**src/rtl/drive_io_defs.svh**
```systemverilog
`ifndef DRIVE_IO_DEFS_SVH
`define DRIVE_IO_DEFS_SVH

// timing
`define CLK_PERIOD_NS 10
`define MS_IN_NS 1000000
`define SCAN_PERIOD_MS 2
`define DOUT_PERIOD_MS 1
`define ADC_PERIOD_MS 4

// command source value that hands control to the terminal inputs
`define CMD_SRC_TERMINAL 2'h2

// input function codes
`define FC_DISABLED 7'h00
`define FC_RUN 7'h01
`define FC_RUN_REV 7'h02
`define FC_COAST 7'h03
`define FC_QUICK 7'h04
`define FC_FAULT_ACK 7'h09
`define FC_JOG_RIGHT 7'h0a
`define FC_JOG_LEFT 7'h0b
`define FC_REVERSE 7'h0c
`define FC_SP_UP 7'h0d
`define FC_SP_DOWN 7'h0e
`define FC_FSP_DIRECT 7'h0f
`define FC_FSP_DIRECT_RUN 7'h10
`define FC_FSP_BINARY_RUN 7'h11
`define FC_DC_BRAKE 7'h19
`define FC_EXT_TRIP 7'h1d
`define FC_ADDL_SP_OFF 7'h21
`define FC_FREE_ROUTE 7'h63

// routing selector: 0 = no source, 1..4 = monitor bit of input 1..4
`define ROUTE_NONE 3'h0
`define NUM_CMDS 14

// debounce lengths in scans per setting
`define DEB_LEN_0 4'h1
`define DEB_LEN_1 4'h3
`define DEB_LEN_2 4'h6
`define DEB_LEN_3 4'hc

// analog input configuration codes
`define AIN_CFG_VOLT 3'h0
`define AIN_CFG_VOLT_BRK 3'h1
`define AIN_CFG_CURR 3'h2
`define AIN_CFG_CURR_BRK 3'h3
`define AIN_CFG_BIPOLAR 3'h4

// analog-as-digital threshold (half scale) and sample fraction bits
`define AIN_DIG_THRESHOLD 10'h200
`define FILT_FRAC_BITS 6

`endif

```
**src/rtl/drive_io_pkg.sv**
```systemverilog
package drive_io_pkg;

	typedef logic [6:0] func_code_t;

	typedef struct packed {
		logic run;
		logic run_rev;
		logic coast_stop;
		logic quick_stop;
		logic fault_ack;
		logic jog_right;
		logic jog_left;
		logic reverse;
		logic setpoint_up;
		logic setpoint_down;
		logic fixed_sp_run;
		logic dc_brake;
		logic ext_trip;
		logic addl_sp_disable;
	} drive_cmd_t;

	typedef struct packed {
		logic [3:0] select;
		logic binary;
	} fixed_sp_t;

	typedef struct packed {
		logic word_two;
		logic [3:0] bit_pos;
	} out_sel_t;

	typedef struct packed {
		logic [3:0] cnt;
		logic state;
	} deb_state_t;

	typedef struct packed {
		logic [16:0] ms_cnt;
		logic [1:0] ms_sub;
		logic [3:0] monitor;
		drive_cmd_t cmds;
		fixed_sp_t fixed_sp;
		logic dout;
		logic [15:0] filt;
		logic [11:0] setpoint;
		logic [15:0] brk_cnt;
		logic brk_status;
		logic brk_fault;
	} io_state_t;

endpackage

```
**src/rtl/drive_io_processing.sv**
```systemverilog
// Functional notes
// - three digital inputs plus a fourth taken from the analog input
// - polarity selects whether 0 V or 24 V reads as logic one
// - inputs are debounced and exposed as routable monitor bits
// - codes 0..4: disabled, run, run reversed, coast stop, quick stop
// - codes 9..14: fault ack, jog right/left, reverse, setpoint up/down
// - codes 15..17: fixed setpoint direct, direct plus run, binary plus run
// - codes 25, 29, 33: dc braking, external trip, extra setpoint off
// - code 99 frees the input; any command may take a monitor bit
// - digital output follows one status bit picked by word and position
// - status word one bits 0..7 carry readiness, fault and stop states
// - status word one bits 8..15 carry deviation, limits and overloads
// - status word two carries brake, frequency and current flags
// - analog input is voltage by default; config selects other modes
// - analog path: low-pass filter, then scaling, then dead zone
// - first-order filter with programmable time constant
// - at or below half dead zone for break delay raises fault and status
// - break detection needs enable and nonzero dead zone width
// - break monitoring only for unipolar inputs
`include "drive_io_defs.svh"

module drive_io_processing #(
	parameter int MS_CYCLES = `MS_IN_NS / `CLK_PERIOD_NS
) (
	input wire logic clock,
	input wire logic rst_n,
	input wire logic [2:0] digital_input_raw,
	input wire logic input_polarity_select,
	input wire logic [1:0] input_debounce_setting,
	input wire drive_io_pkg::func_code_t [3:0] input_function_code,
	input wire logic [1:0] command_source_select,
	input wire logic [`NUM_CMDS-1:0][2:0] run_stop_source,
	input wire drive_io_pkg::out_sel_t output_bit_select,
	input wire logic [15:0] status_word_one,
	input wire logic [15:0] status_word_two,
	input wire logic [9:0] analog_sample,
	input wire logic [2:0] analog_input_config,
	input wire logic [3:0] analog_filter_constant,
	input wire logic [9:0] analog_scale_gain,
	input wire logic [11:0] dead_zone_width,
	input wire logic [15:0] break_delay_time,
	output logic [3:0] input_state_monitor,
	output drive_io_pkg::drive_cmd_t drive_commands,
	output drive_io_pkg::fixed_sp_t fixed_setpoint,
	output logic digital_output,
	output logic [11:0] analog_setpoint,
	output logic [1:0] analog_status_bits,
	output logic analog_break_fault
);
	logic rst_meta_q, rst_sync_q;
	drive_io_pkg::io_state_t q, d;
	logic [3:0] raw_in;
	logic [3:0] deb;
	logic tick_ms;
	logic scan_tick;
	logic adc_tick;

	always_ff @(posedge clock or negedge rst_n) begin
		if (!rst_n) begin
			rst_meta_q <= 1'b0;
			rst_sync_q <= 1'b0;
		end else begin
			rst_meta_q <= 1'b1;
			rst_sync_q <= rst_meta_q;
		end
	end

	// one millisecond prescaler feeds all three periodic ticks
	assign tick_ms = (q.ms_cnt == 17'(MS_CYCLES - 1));
	assign scan_tick = tick_ms && q.ms_sub[0];
	assign adc_tick = tick_ms && (q.ms_sub == 2'h3);

	// input level is high when 24 V is present; polarity flips it for 0 V wiring
	assign raw_in[2:0] = digital_input_raw ^ {3{input_polarity_select}};
	assign raw_in[3] = (analog_sample >= `AIN_DIG_THRESHOLD);

	for (genvar i = 0; i < 4; i++) begin : g_deb
		input_debounce u_deb (
			.clock(clock),
			.rst_n(rst_sync_q),
			.scan_tick(scan_tick),
			.raw(raw_in[i]),
			.setting(input_debounce_setting),
			.state(deb[i])
		);
	end

	always_comb begin
		drive_io_pkg::drive_cmd_t cmd;
		logic [`NUM_CMDS-1:0] cmd_vec;
		drive_io_pkg::fixed_sp_t fsp;
		logic [16:0] x_ext;
		logic signed [17:0] diff;
		logic signed [17:0] step;
		logic [19:0] prod;
		logic [11:0] scaled;
		logic [9:0] ain;
		logic brk_en;
		logic brk_cond;
		cmd = '0;
		cmd_vec = '0;
		fsp = '0;
		x_ext = '0;
		diff = '0;
		step = '0;
		prod = '0;
		scaled = '0;
		ain = '0;
		brk_en = 1'b0;
		brk_cond = 1'b0;
		d = q;

		d.ms_cnt = tick_ms ? 17'h0 : q.ms_cnt + 17'h1;
		if (tick_ms) begin
			d.ms_sub = q.ms_sub + 2'h1;
		end
		d.monitor = deb;

		// fixed decoding; each input ORs its state into the coded command
		for (int i = 0; i < 4; i++) begin
			case (input_function_code[i])
				`FC_DISABLED: ;
				`FC_RUN: cmd.run = cmd.run | q.monitor[i];
				`FC_RUN_REV: cmd.run_rev = cmd.run_rev | q.monitor[i];
				`FC_COAST: cmd.coast_stop = cmd.coast_stop | q.monitor[i];
				`FC_QUICK: cmd.quick_stop = cmd.quick_stop | q.monitor[i];
				`FC_FAULT_ACK: cmd.fault_ack = cmd.fault_ack | q.monitor[i];
				`FC_JOG_RIGHT: cmd.jog_right = cmd.jog_right | q.monitor[i];
				`FC_JOG_LEFT: cmd.jog_left = cmd.jog_left | q.monitor[i];
				`FC_REVERSE: cmd.reverse = cmd.reverse | q.monitor[i];
				`FC_SP_UP: cmd.setpoint_up = cmd.setpoint_up | q.monitor[i];
				`FC_SP_DOWN: cmd.setpoint_down = cmd.setpoint_down | q.monitor[i];
				`FC_FSP_DIRECT: fsp.select[i] = q.monitor[i];
				`FC_FSP_DIRECT_RUN: begin
					fsp.select[i] = q.monitor[i];
					cmd.fixed_sp_run = cmd.fixed_sp_run | q.monitor[i];
				end
				`FC_FSP_BINARY_RUN: begin
					fsp.select[i] = q.monitor[i];
					fsp.binary = 1'b1;
					cmd.fixed_sp_run = cmd.fixed_sp_run | q.monitor[i];
				end
				`FC_DC_BRAKE: cmd.dc_brake = cmd.dc_brake | q.monitor[i];
				`FC_EXT_TRIP: cmd.ext_trip = cmd.ext_trip | q.monitor[i];
				`FC_ADDL_SP_OFF: cmd.addl_sp_disable = cmd.addl_sp_disable | q.monitor[i];
				default: ; // free routing and unknown codes decode nothing
			endcase
		end

		// free routing: every command may pick any input flagged as free
		cmd_vec = cmd;
		for (int c = 0; c < `NUM_CMDS; c++) begin
			for (int i = 0; i < 4; i++) begin
				if (run_stop_source[c] == 3'(i + 1) &&
						input_function_code[i] == `FC_FREE_ROUTE) begin
					cmd_vec[c] = cmd_vec[c] | q.monitor[i];
				end
			end
		end
		cmd = cmd_vec;

		// terminal commands count only while the terminal strip owns control
		if (command_source_select == `CMD_SRC_TERMINAL) begin
			d.cmds = cmd;
			d.fixed_sp = fsp;
		end else begin
			d.cmds = '0;
			d.fixed_sp = '0;
		end

		// status words are inputs; bit meanings belong to the drive core
		if (tick_ms) begin
			d.dout = output_bit_select.word_two ?
				status_word_two[output_bit_select.bit_pos] :
				status_word_one[output_bit_select.bit_pos];
		end

		// analog channel: a large constant smooths more but slows loops
		if (adc_tick) begin
			x_ext = {1'b0, analog_sample, 6'h0};
			diff = $signed({1'b0, x_ext}) - $signed({2'b00, q.filt});
			step = diff >>> analog_filter_constant;
			d.filt = 16'($signed({2'b00, q.filt}) + step);
		end
		ain = q.filt[15:`FILT_FRAC_BITS];
		prod = {10'h000, ain} * {10'h000, analog_scale_gain};
		scaled = prod[19:8];
		d.setpoint = (scaled <= dead_zone_width) ? 12'h0 : scaled - dead_zone_width;

		// monitoring only on unipolar modes that request it
		brk_en = (analog_input_config == `AIN_CFG_VOLT_BRK) ||
			(analog_input_config == `AIN_CFG_CURR_BRK);
		brk_cond = brk_en && (dead_zone_width != 12'h0) &&
			({2'b00, ain} <= (dead_zone_width >> 1));
		if (!brk_cond) begin
			d.brk_cnt = 16'h0;
			d.brk_status = 1'b0;
		end else if (tick_ms) begin
			if (q.brk_cnt >= break_delay_time) begin
				d.brk_status = 1'b1;
			end else begin
				d.brk_cnt = q.brk_cnt + 16'h1;
			end
		end
		// acknowledge clears the fault only once the wire is back; set wins
		if (d.brk_status) begin
			d.brk_fault = 1'b1;
		end else if (d.cmds.fault_ack) begin // ack only counts under terminal control
			d.brk_fault = 1'b0;
		end
	end

	always_ff @(posedge clock or negedge rst_sync_q) begin
		if (!rst_sync_q) begin
			q <= '0;
		end else begin
			q <= d;
		end
	end

	assign input_state_monitor = q.monitor;
	assign drive_commands = q.cmds;
	assign fixed_setpoint = q.fixed_sp;
	assign digital_output = q.dout;
	assign analog_setpoint = q.setpoint;
	assign analog_status_bits = {q.brk_fault, q.brk_status};
	assign analog_break_fault = q.brk_fault;
endmodule // drive_io_processing

```
**src/rtl/input_debounce.sv**
```systemverilog
`include "drive_io_defs.svh"

module input_debounce (
	input wire logic clock,
	input wire logic rst_n,
	input wire logic scan_tick,
	input wire logic raw,
	input wire logic [1:0] setting,
	output logic state
);
	drive_io_pkg::deb_state_t q, d;
	logic [3:0] len;

	always_comb begin
		case (setting)
			2'h0: len = `DEB_LEN_0;
			2'h1: len = `DEB_LEN_1;
			2'h2: len = `DEB_LEN_2;
			default: len = `DEB_LEN_3;
		endcase
		d = q;
		// a new level must hold for len consecutive scans before it is taken
		if (scan_tick) begin
			if (raw == q.state) begin
				d.cnt = 4'h0;
			end else if (q.cnt + 4'h1 >= len) begin
				d.cnt = 4'h0;
				d.state = raw;
			end else begin
				d.cnt = q.cnt + 4'h1;
			end
		end
	end

	always_ff @(posedge clock or negedge rst_n) begin
		if (!rst_n) begin
			q <= '0;
		end else begin
			q <= d;
		end
	end

	assign state = q.state;
endmodule // input_debounce

```
**config.mk**
```make
export PLATFORM = sky130hd
export DESIGN_NAME = drive_io_processing
export DESIGN_NICKNAME = d
export VERILOG_FILES = /design/src/rtl/drive_io_pkg.sv /design/src/rtl/drive_io_processing.sv /design/src/rtl/input_debounce.sv
export VERILOG_INCLUDE_DIRS = /design/src /design/src/rtl
export SDC_FILE = /design/constraint.sdc
export NUM_CORES = 1
export LEC_CHECK = 0
export ABC_AREA = 1
export BUFFER_PORTS_ARGS = -buffer_cell sky130_fd_sc_hd__buf_4
export CAP_MARGIN = 20
export CORE_AREA = 2 2 259 159
export CTS_BUF_LIST = sky130_fd_sc_hd__clkbuf_8
export DETAILED_ROUTE_END_ITERATION = 16
export DIE_AREA = 0 0 261 161
export GPL_ROUTABILITY_DRIVEN = 1
export PLACE_DENSITY_LB_ADDON = 0.3
export SLEW_MARGIN = 0
export SYNTH_ARGS = -nofsm -noshare
export SYNTH_HDL_FRONTEND = slang
export SYNTH_HIERARCHICAL = 1
export SYNTH_SLANG_ARGS = --single-unit
```
**constraint.sdc**
```tcl
create_clock -name clock -period 6.1 [get_ports clock]
set_clock_uncertainty 0.05 [all_clocks]
set_input_delay 0.305 -clock clock [delete_from_list [all_inputs] [get_ports clock]]
set_output_delay 0.305 -clock clock [all_outputs]
set_load 0.05 [all_outputs]
```
==> impl_table.tex <==
\begin{tabular}{lr}
\hline
Metric & Value \\
\hline
\multicolumn{2}{l}{\textbf{Setup path}} \\
\quad Maximum net fanout on the critical path & 6 \\
\quad Cell seen most often among critical-path stages & fa\_1 \\
\quad Kind of start point of the critical path & flip-flop \\
\quad Worst-path cell with the longest stage delay & fa\_1 \\
\quad Critical path class & flip-flop to flip-flop \\
\quad Arr. time, crit path & 6.54 ns \\
\quad Required arrival time at the worst endpoint & 6.41 ns \\
\quad Crit. End Element & flip-flop \\
\quad Stage delay of the slowest cell on the critical path & 0.56 ns \\
\quad Cell count of the worst reg-to-reg path & 32 \\
\multicolumn{2}{l}{\textbf{CTS}} \\
\quad Source-to-sink clock delay at the later pin of the worst-skew pair & 0.43 ns \\
\quad CTS tree & built \\
\quad Clock buffers created by TritonCTS & 9 \\
\quad Total number of clock tree sinks & 111 \\
\quad H-tree Lvls & 3 \\
\quad Deepest clock path buffer count & 2 \\
\quad CTS clk-pin slew, worst paths & 0.11 ns \\
\quad Master cell of the clock root buffer & clkbuf\_8 \\
\multicolumn{2}{l}{\textbf{Worst hold path}} \\
\quad Hold path depth & 3 \\
\quad Worst Hold Class & input port to flip-flop \\
\multicolumn{2}{l}{\textbf{Detailed routing}} \\
\quad Detailed-routing iteration count for the pre-antenna-repair pass & 5 \\
\quad DRC marker count from the first detailed-route iteration & 1,206 \\
\quad Antenna violation net count after detailed routing & 0 \\
\quad Total wire length after detailed routing & 45,880 µm \\
\quad DRC violation count after routing & 0 \\
\quad Via total after detailed routing & 14,210 \\
\quad Via count normalized by instance count & 5.052 \\
\quad Average wire per cell in the routed design & 16.32 µm \\
\multicolumn{2}{l}{\textbf{Timing}} \\
\quad Post-route minimum period & 6.226 ns \\
\quad Total negative slack for setup checks & -0.7794 ns \\
\quad Count of final setup violators & 12 \\
\quad Peak Freq & 160.6 MHz \\
\quad Relative slew margins & 37.79\% \\
\quad Period utilization & 102.1\% \\
\quad Final Slew Violations & 0 \\
\quad Setup repair after global routing missed its margin & true \\
\quad Min setup slack post-route & -0.1255 ns \\
\quad Endpoints failing hold & 0 \\
\quad Slew at the pin closest to its max-slew limit & 0.9331 ns \\
\quad Worst hold slack across all endpoints & 0.09252 ns \\
\multicolumn{2}{l}{\textbf{GRT}} \\
\quad Vias in the first global route & 13,520 \\
\quad Maximum number of pins on one net before global-route repair & 70 \\
\quad Overflow after GRT & 0 \\
\quad Wire length of the first global-routing pass & 72,520 µm \\
\quad Overall routing resource usage & 21.77\% \\
\quad Number of antenna violations at the first check in global routing & 0 \\
\multicolumn{2}{l}{\textbf{Pwr}} \\
\quad Net switching fraction of the power & 48.28\% \\
\quad Part of the power in combinational logic & 90.0\% \\
\quad Max rail drop VDD & 1551 µV \\
\quad Total internal power & 6.375 mW \\
\quad Pwr Total & 12.33 mW \\
\quad Part of the power in the clock network & 3.3\% \\
\quad Register share of total power & 6.7\% \\
\quad Power density over cell area & 720.9 nW/µm² \\
\quad Cell leakage power & 9.257 nW \\
\quad Net load switching power & 5.950 mW \\
\multicolumn{2}{l}{\textbf{Layout}} \\
\quad Layout Nets & 2,669 \\
\quad Antenna diode instance count & 0 \\
\quad Share of layout cells above drive strength 1 & 18.68\% \\
\quad Area growth syn-to-layout & 20.96\% \\
\quad Design Area, Final & 17,100 µm² \\
\quad Final standard cell count with taps included and fillers excluded & 2,812 \\
\multicolumn{2}{l}{\textbf{Synth}} \\
\quad Dominant register cell in the synthesized netlist & dfrtp\_1 \\
\quad Share of the synthesized area in the top cell type & 19.65\% \\
\quad Average footprint of a synthesized cell & 6.921 µm² \\
\quad Synth top area cells & dfrtp\_1 (20\%), ha\_1 (14\%), nand2\_1 (11\%) \\
\quad Syn Std Cell Area & 14,130 µm² \\
\quad Synthesized netlist net count & 2,433 \\
\quad Number of standard cells after synthesis & 2,042 \\
\quad Number of flops mapped to enable cells by yosys & 0 \\
\quad Portion of the post-synthesis area used by sequential elements & 19.65\% \\
\quad Post-synthesis sequential element count & 111 \\
\quad Ys Warns & 6 \\
\quad Proportion of register bits with asynchronous set or reset after synthesis & 100.0\% \\
\quad Cell type with the highest aggregate area in the netlist & dfrtp\_1 \\
\quad Number of distinct library cells after synthesis & 58 \\
\multicolumn{2}{l}{\textbf{Die}} \\
\quad Area of the placeable core & 39,800 µm² \\
\quad Initial core utilization & 35.52\% \\
\quad Area enclosed by the die boundary & 42,020 µm² \\
\quad Width of the chip & 261 µm \\
\quad Die height & 161 µm \\
\quad Row cnt & 57 \\
\quad Boundary pin count & 211 \\
\multicolumn{2}{l}{\textbf{Place}} \\
\quad Gp weighted congestion & 0.9814 \\
\quad Number of placed instances with taps included & 2,773 \\
\quad Placed cell areas & 16,480 µm² \\
\quad \# port buffers & 209 \\
\quad Placed wire-length estimate & 37,670 µm \\
\multicolumn{2}{l}{\textbf{Outcome}} \\
\quad Run status & finished, violations left \\
\quad Violations in the final reports & negative setup slack \\
\multicolumn{2}{l}{\textbf{Job}} \\
\quad Number of max-capacitance violations reported & 0 \\
\hline
\end{tabular}
## path summary, 6_finish.rpt
check	from	endpoint	slack (ns)
setup reg to reg	q[41]	analog_setpoint[6]	-0.13
hold reg to reg	rst_sync_q	drive_commands[0]	0.29
max in group asynchronous	rst_sync_q	q[39]	4.32
hold / removal	output_bit_select[4]	digital_output	0.09
setup / recovery	q[41]	analog_setpoint[6]	-0.13
min in group asynchronous	rst_n	rst_meta_q	0.18
## final cells by class
type,instances,area [µm²]
clock inverters,5,27.53
clock buffers,9,123.9
flip-flops and latches,111,2783
repair buffers,306,2328
inverters,399,1498
multi-input cells,1451,9672
well taps,531,664.4
fillers,4153,22700
## through the flow
| step | worst slack, ns | utilization, % |
|---|---|---|
| after floorplan | 0.01417 | - |
| after global placement | -0.1605 | 41.41 |
| after detailed placement | -0.2625 | 41.41 |
| after CTS | -0.05660 | 42.39 |
| after global routing | -0.4016 | 42.96 |
| final | -0.1255 | 42.96 |
## per-layer routing
| metal | track usage, % | part of all wire (%) | vias to the layer above |
|---|---|---|---|
| met4 | 4.210 | 1.4 | 0 |
| met3 | 4.645 | 7.1 | 49 |
| li1 | - | - | 7056 |
| met2 | 31.31 | 41 | 405 |
| met1 | 33.28 | 50 | 6697 |
| met5 | 0 | 0 | - |
## registers in the layout, indices dropped and copies added (netlist names)
signal / cells
rst_sync_q: 1
analog_status_bits: 1
digital_output: 1
q: 51
drive_commands: 14
analog_setpoint: 12
analog_break_fault: 1
rst_meta_q: 1
fixed_setpoint: 5
input_state_monitor: 4
g_deb.u_deb/q: 16
g_deb.u_deb/state: 4
## placed cells by master, fill, tap and decap left out, types with 6 or more instances in the layout
cell / n
nand2_1: 419
inv_1: 377
buf_4: 300
ha_1: 148
nor2_1: 139
dfrtp_1: 109
nand3_1: 107
a21oi_1: 106
o21ai_0: 79
fa_1: 62
nor3_1: 42
nand4_1: 41
xor2_1: 41
nor4_1: 37
o21ai_1: 27
o22ai_1: 19
nand2_2: 18
inv_2: 17
o211ai_1: 13
xnor2_1: 12
a21oi_2: 11
a21o_1: 9
mux2i_1: 9
clkbuf_8: 9
nor2_4: 8
ha_4: 8
nor2_2: 7
nor3_2: 6
a41oi_1: 6
## cells in the mapped netlist (5+ instances only)
| master | number |
|---|---|
| ha_1 | 156 |
| o22ai_1 | 20 |
| xnor2_1 | 13 |
| a21oi_1 | 118 |
| o21bai_1 | 5 |
| or2_2 | 5 |
| nor4_1 | 37 |
| buf_4 | 39 |
| inv_1 | 384 |
| o211ai_1 | 13 |
| nand2_1 | 430 |
| nand3_1 | 109 |
| dfrtp_1 | 111 |
| xor2_1 | 41 |
| o21ai_0 | 86 |
| a211oi_1 | 5 |
| inv_2 | 10 |
| a21o_1 | 9 |
| o21ai_1 | 24 |
| clkinv_1 | 5 |
| nor3_2 | 5 |
| a41oi_1 | 6 |
| clkbuf_1 | 35 |
| nor2_4 | 7 |
| nand4_1 | 41 |
| and2_1 | 6 |
| nand2_2 | 9 |
| mux2i_1 | 9 |
| nor2_2 | 5 |
| fa_1 | 63 |
| buf_2 | 5 |
| nor2_1 | 142 |
| nor3_1 | 44 |
## cells by family (layout without fill, tap and decap cells)
family                   after synthesis  after routing  synth area share [%]
adder cells (fa/ha/maj)              219            219                 22.73
multiplexers                           9              9                0.6374
XOR/XNOR                              54             54                 3.346
AND/OR/NAND/NOR                      854            854                 27.00
buffers and inverters                480            719                 13.83
AO/OA/AOI/OAI                        314            314                 12.77
other                                  1              1               0.02653
flip-flops                           111            111                 19.65
## what timing repair did
item	CTS	global route
hold buffers	1	0
pin swaps	36	29
endpoints found under the hold margin	2	0
buffers inserted	15	7
endpoints found under the setup margin	12	12
gates resized for setup	32	35
cloned	1	0
## power groups by stage
stage / Clock (mW) / Sequential, mW / Combinational [mW]
after floorplan: 0 / 0.835 / 5.09
after global placement: 0 / 0.837 / 8.31
after detailed placement: 0 / 0.837 / 8.38
after CTS: 0.438 / 0.823 / 9.55
after global routing: 0.462 / 0.829 / 12.1
final: 0.408 / 0.823 / 11.1
## worst max-delay path: cells and delay by family (launching register included)
family                     cells  cell delay (ns)
xor gates and xnor gates       1             0.16
DFF                            1             0.39
adders and majority gates      7             3.18
buffers and inverters          7             0.51
AOI/OAI and AO/OA              9             1.15
and+or+nand+nor                8             0.70
Note: power is estimated with default switching activity, not from simulation.
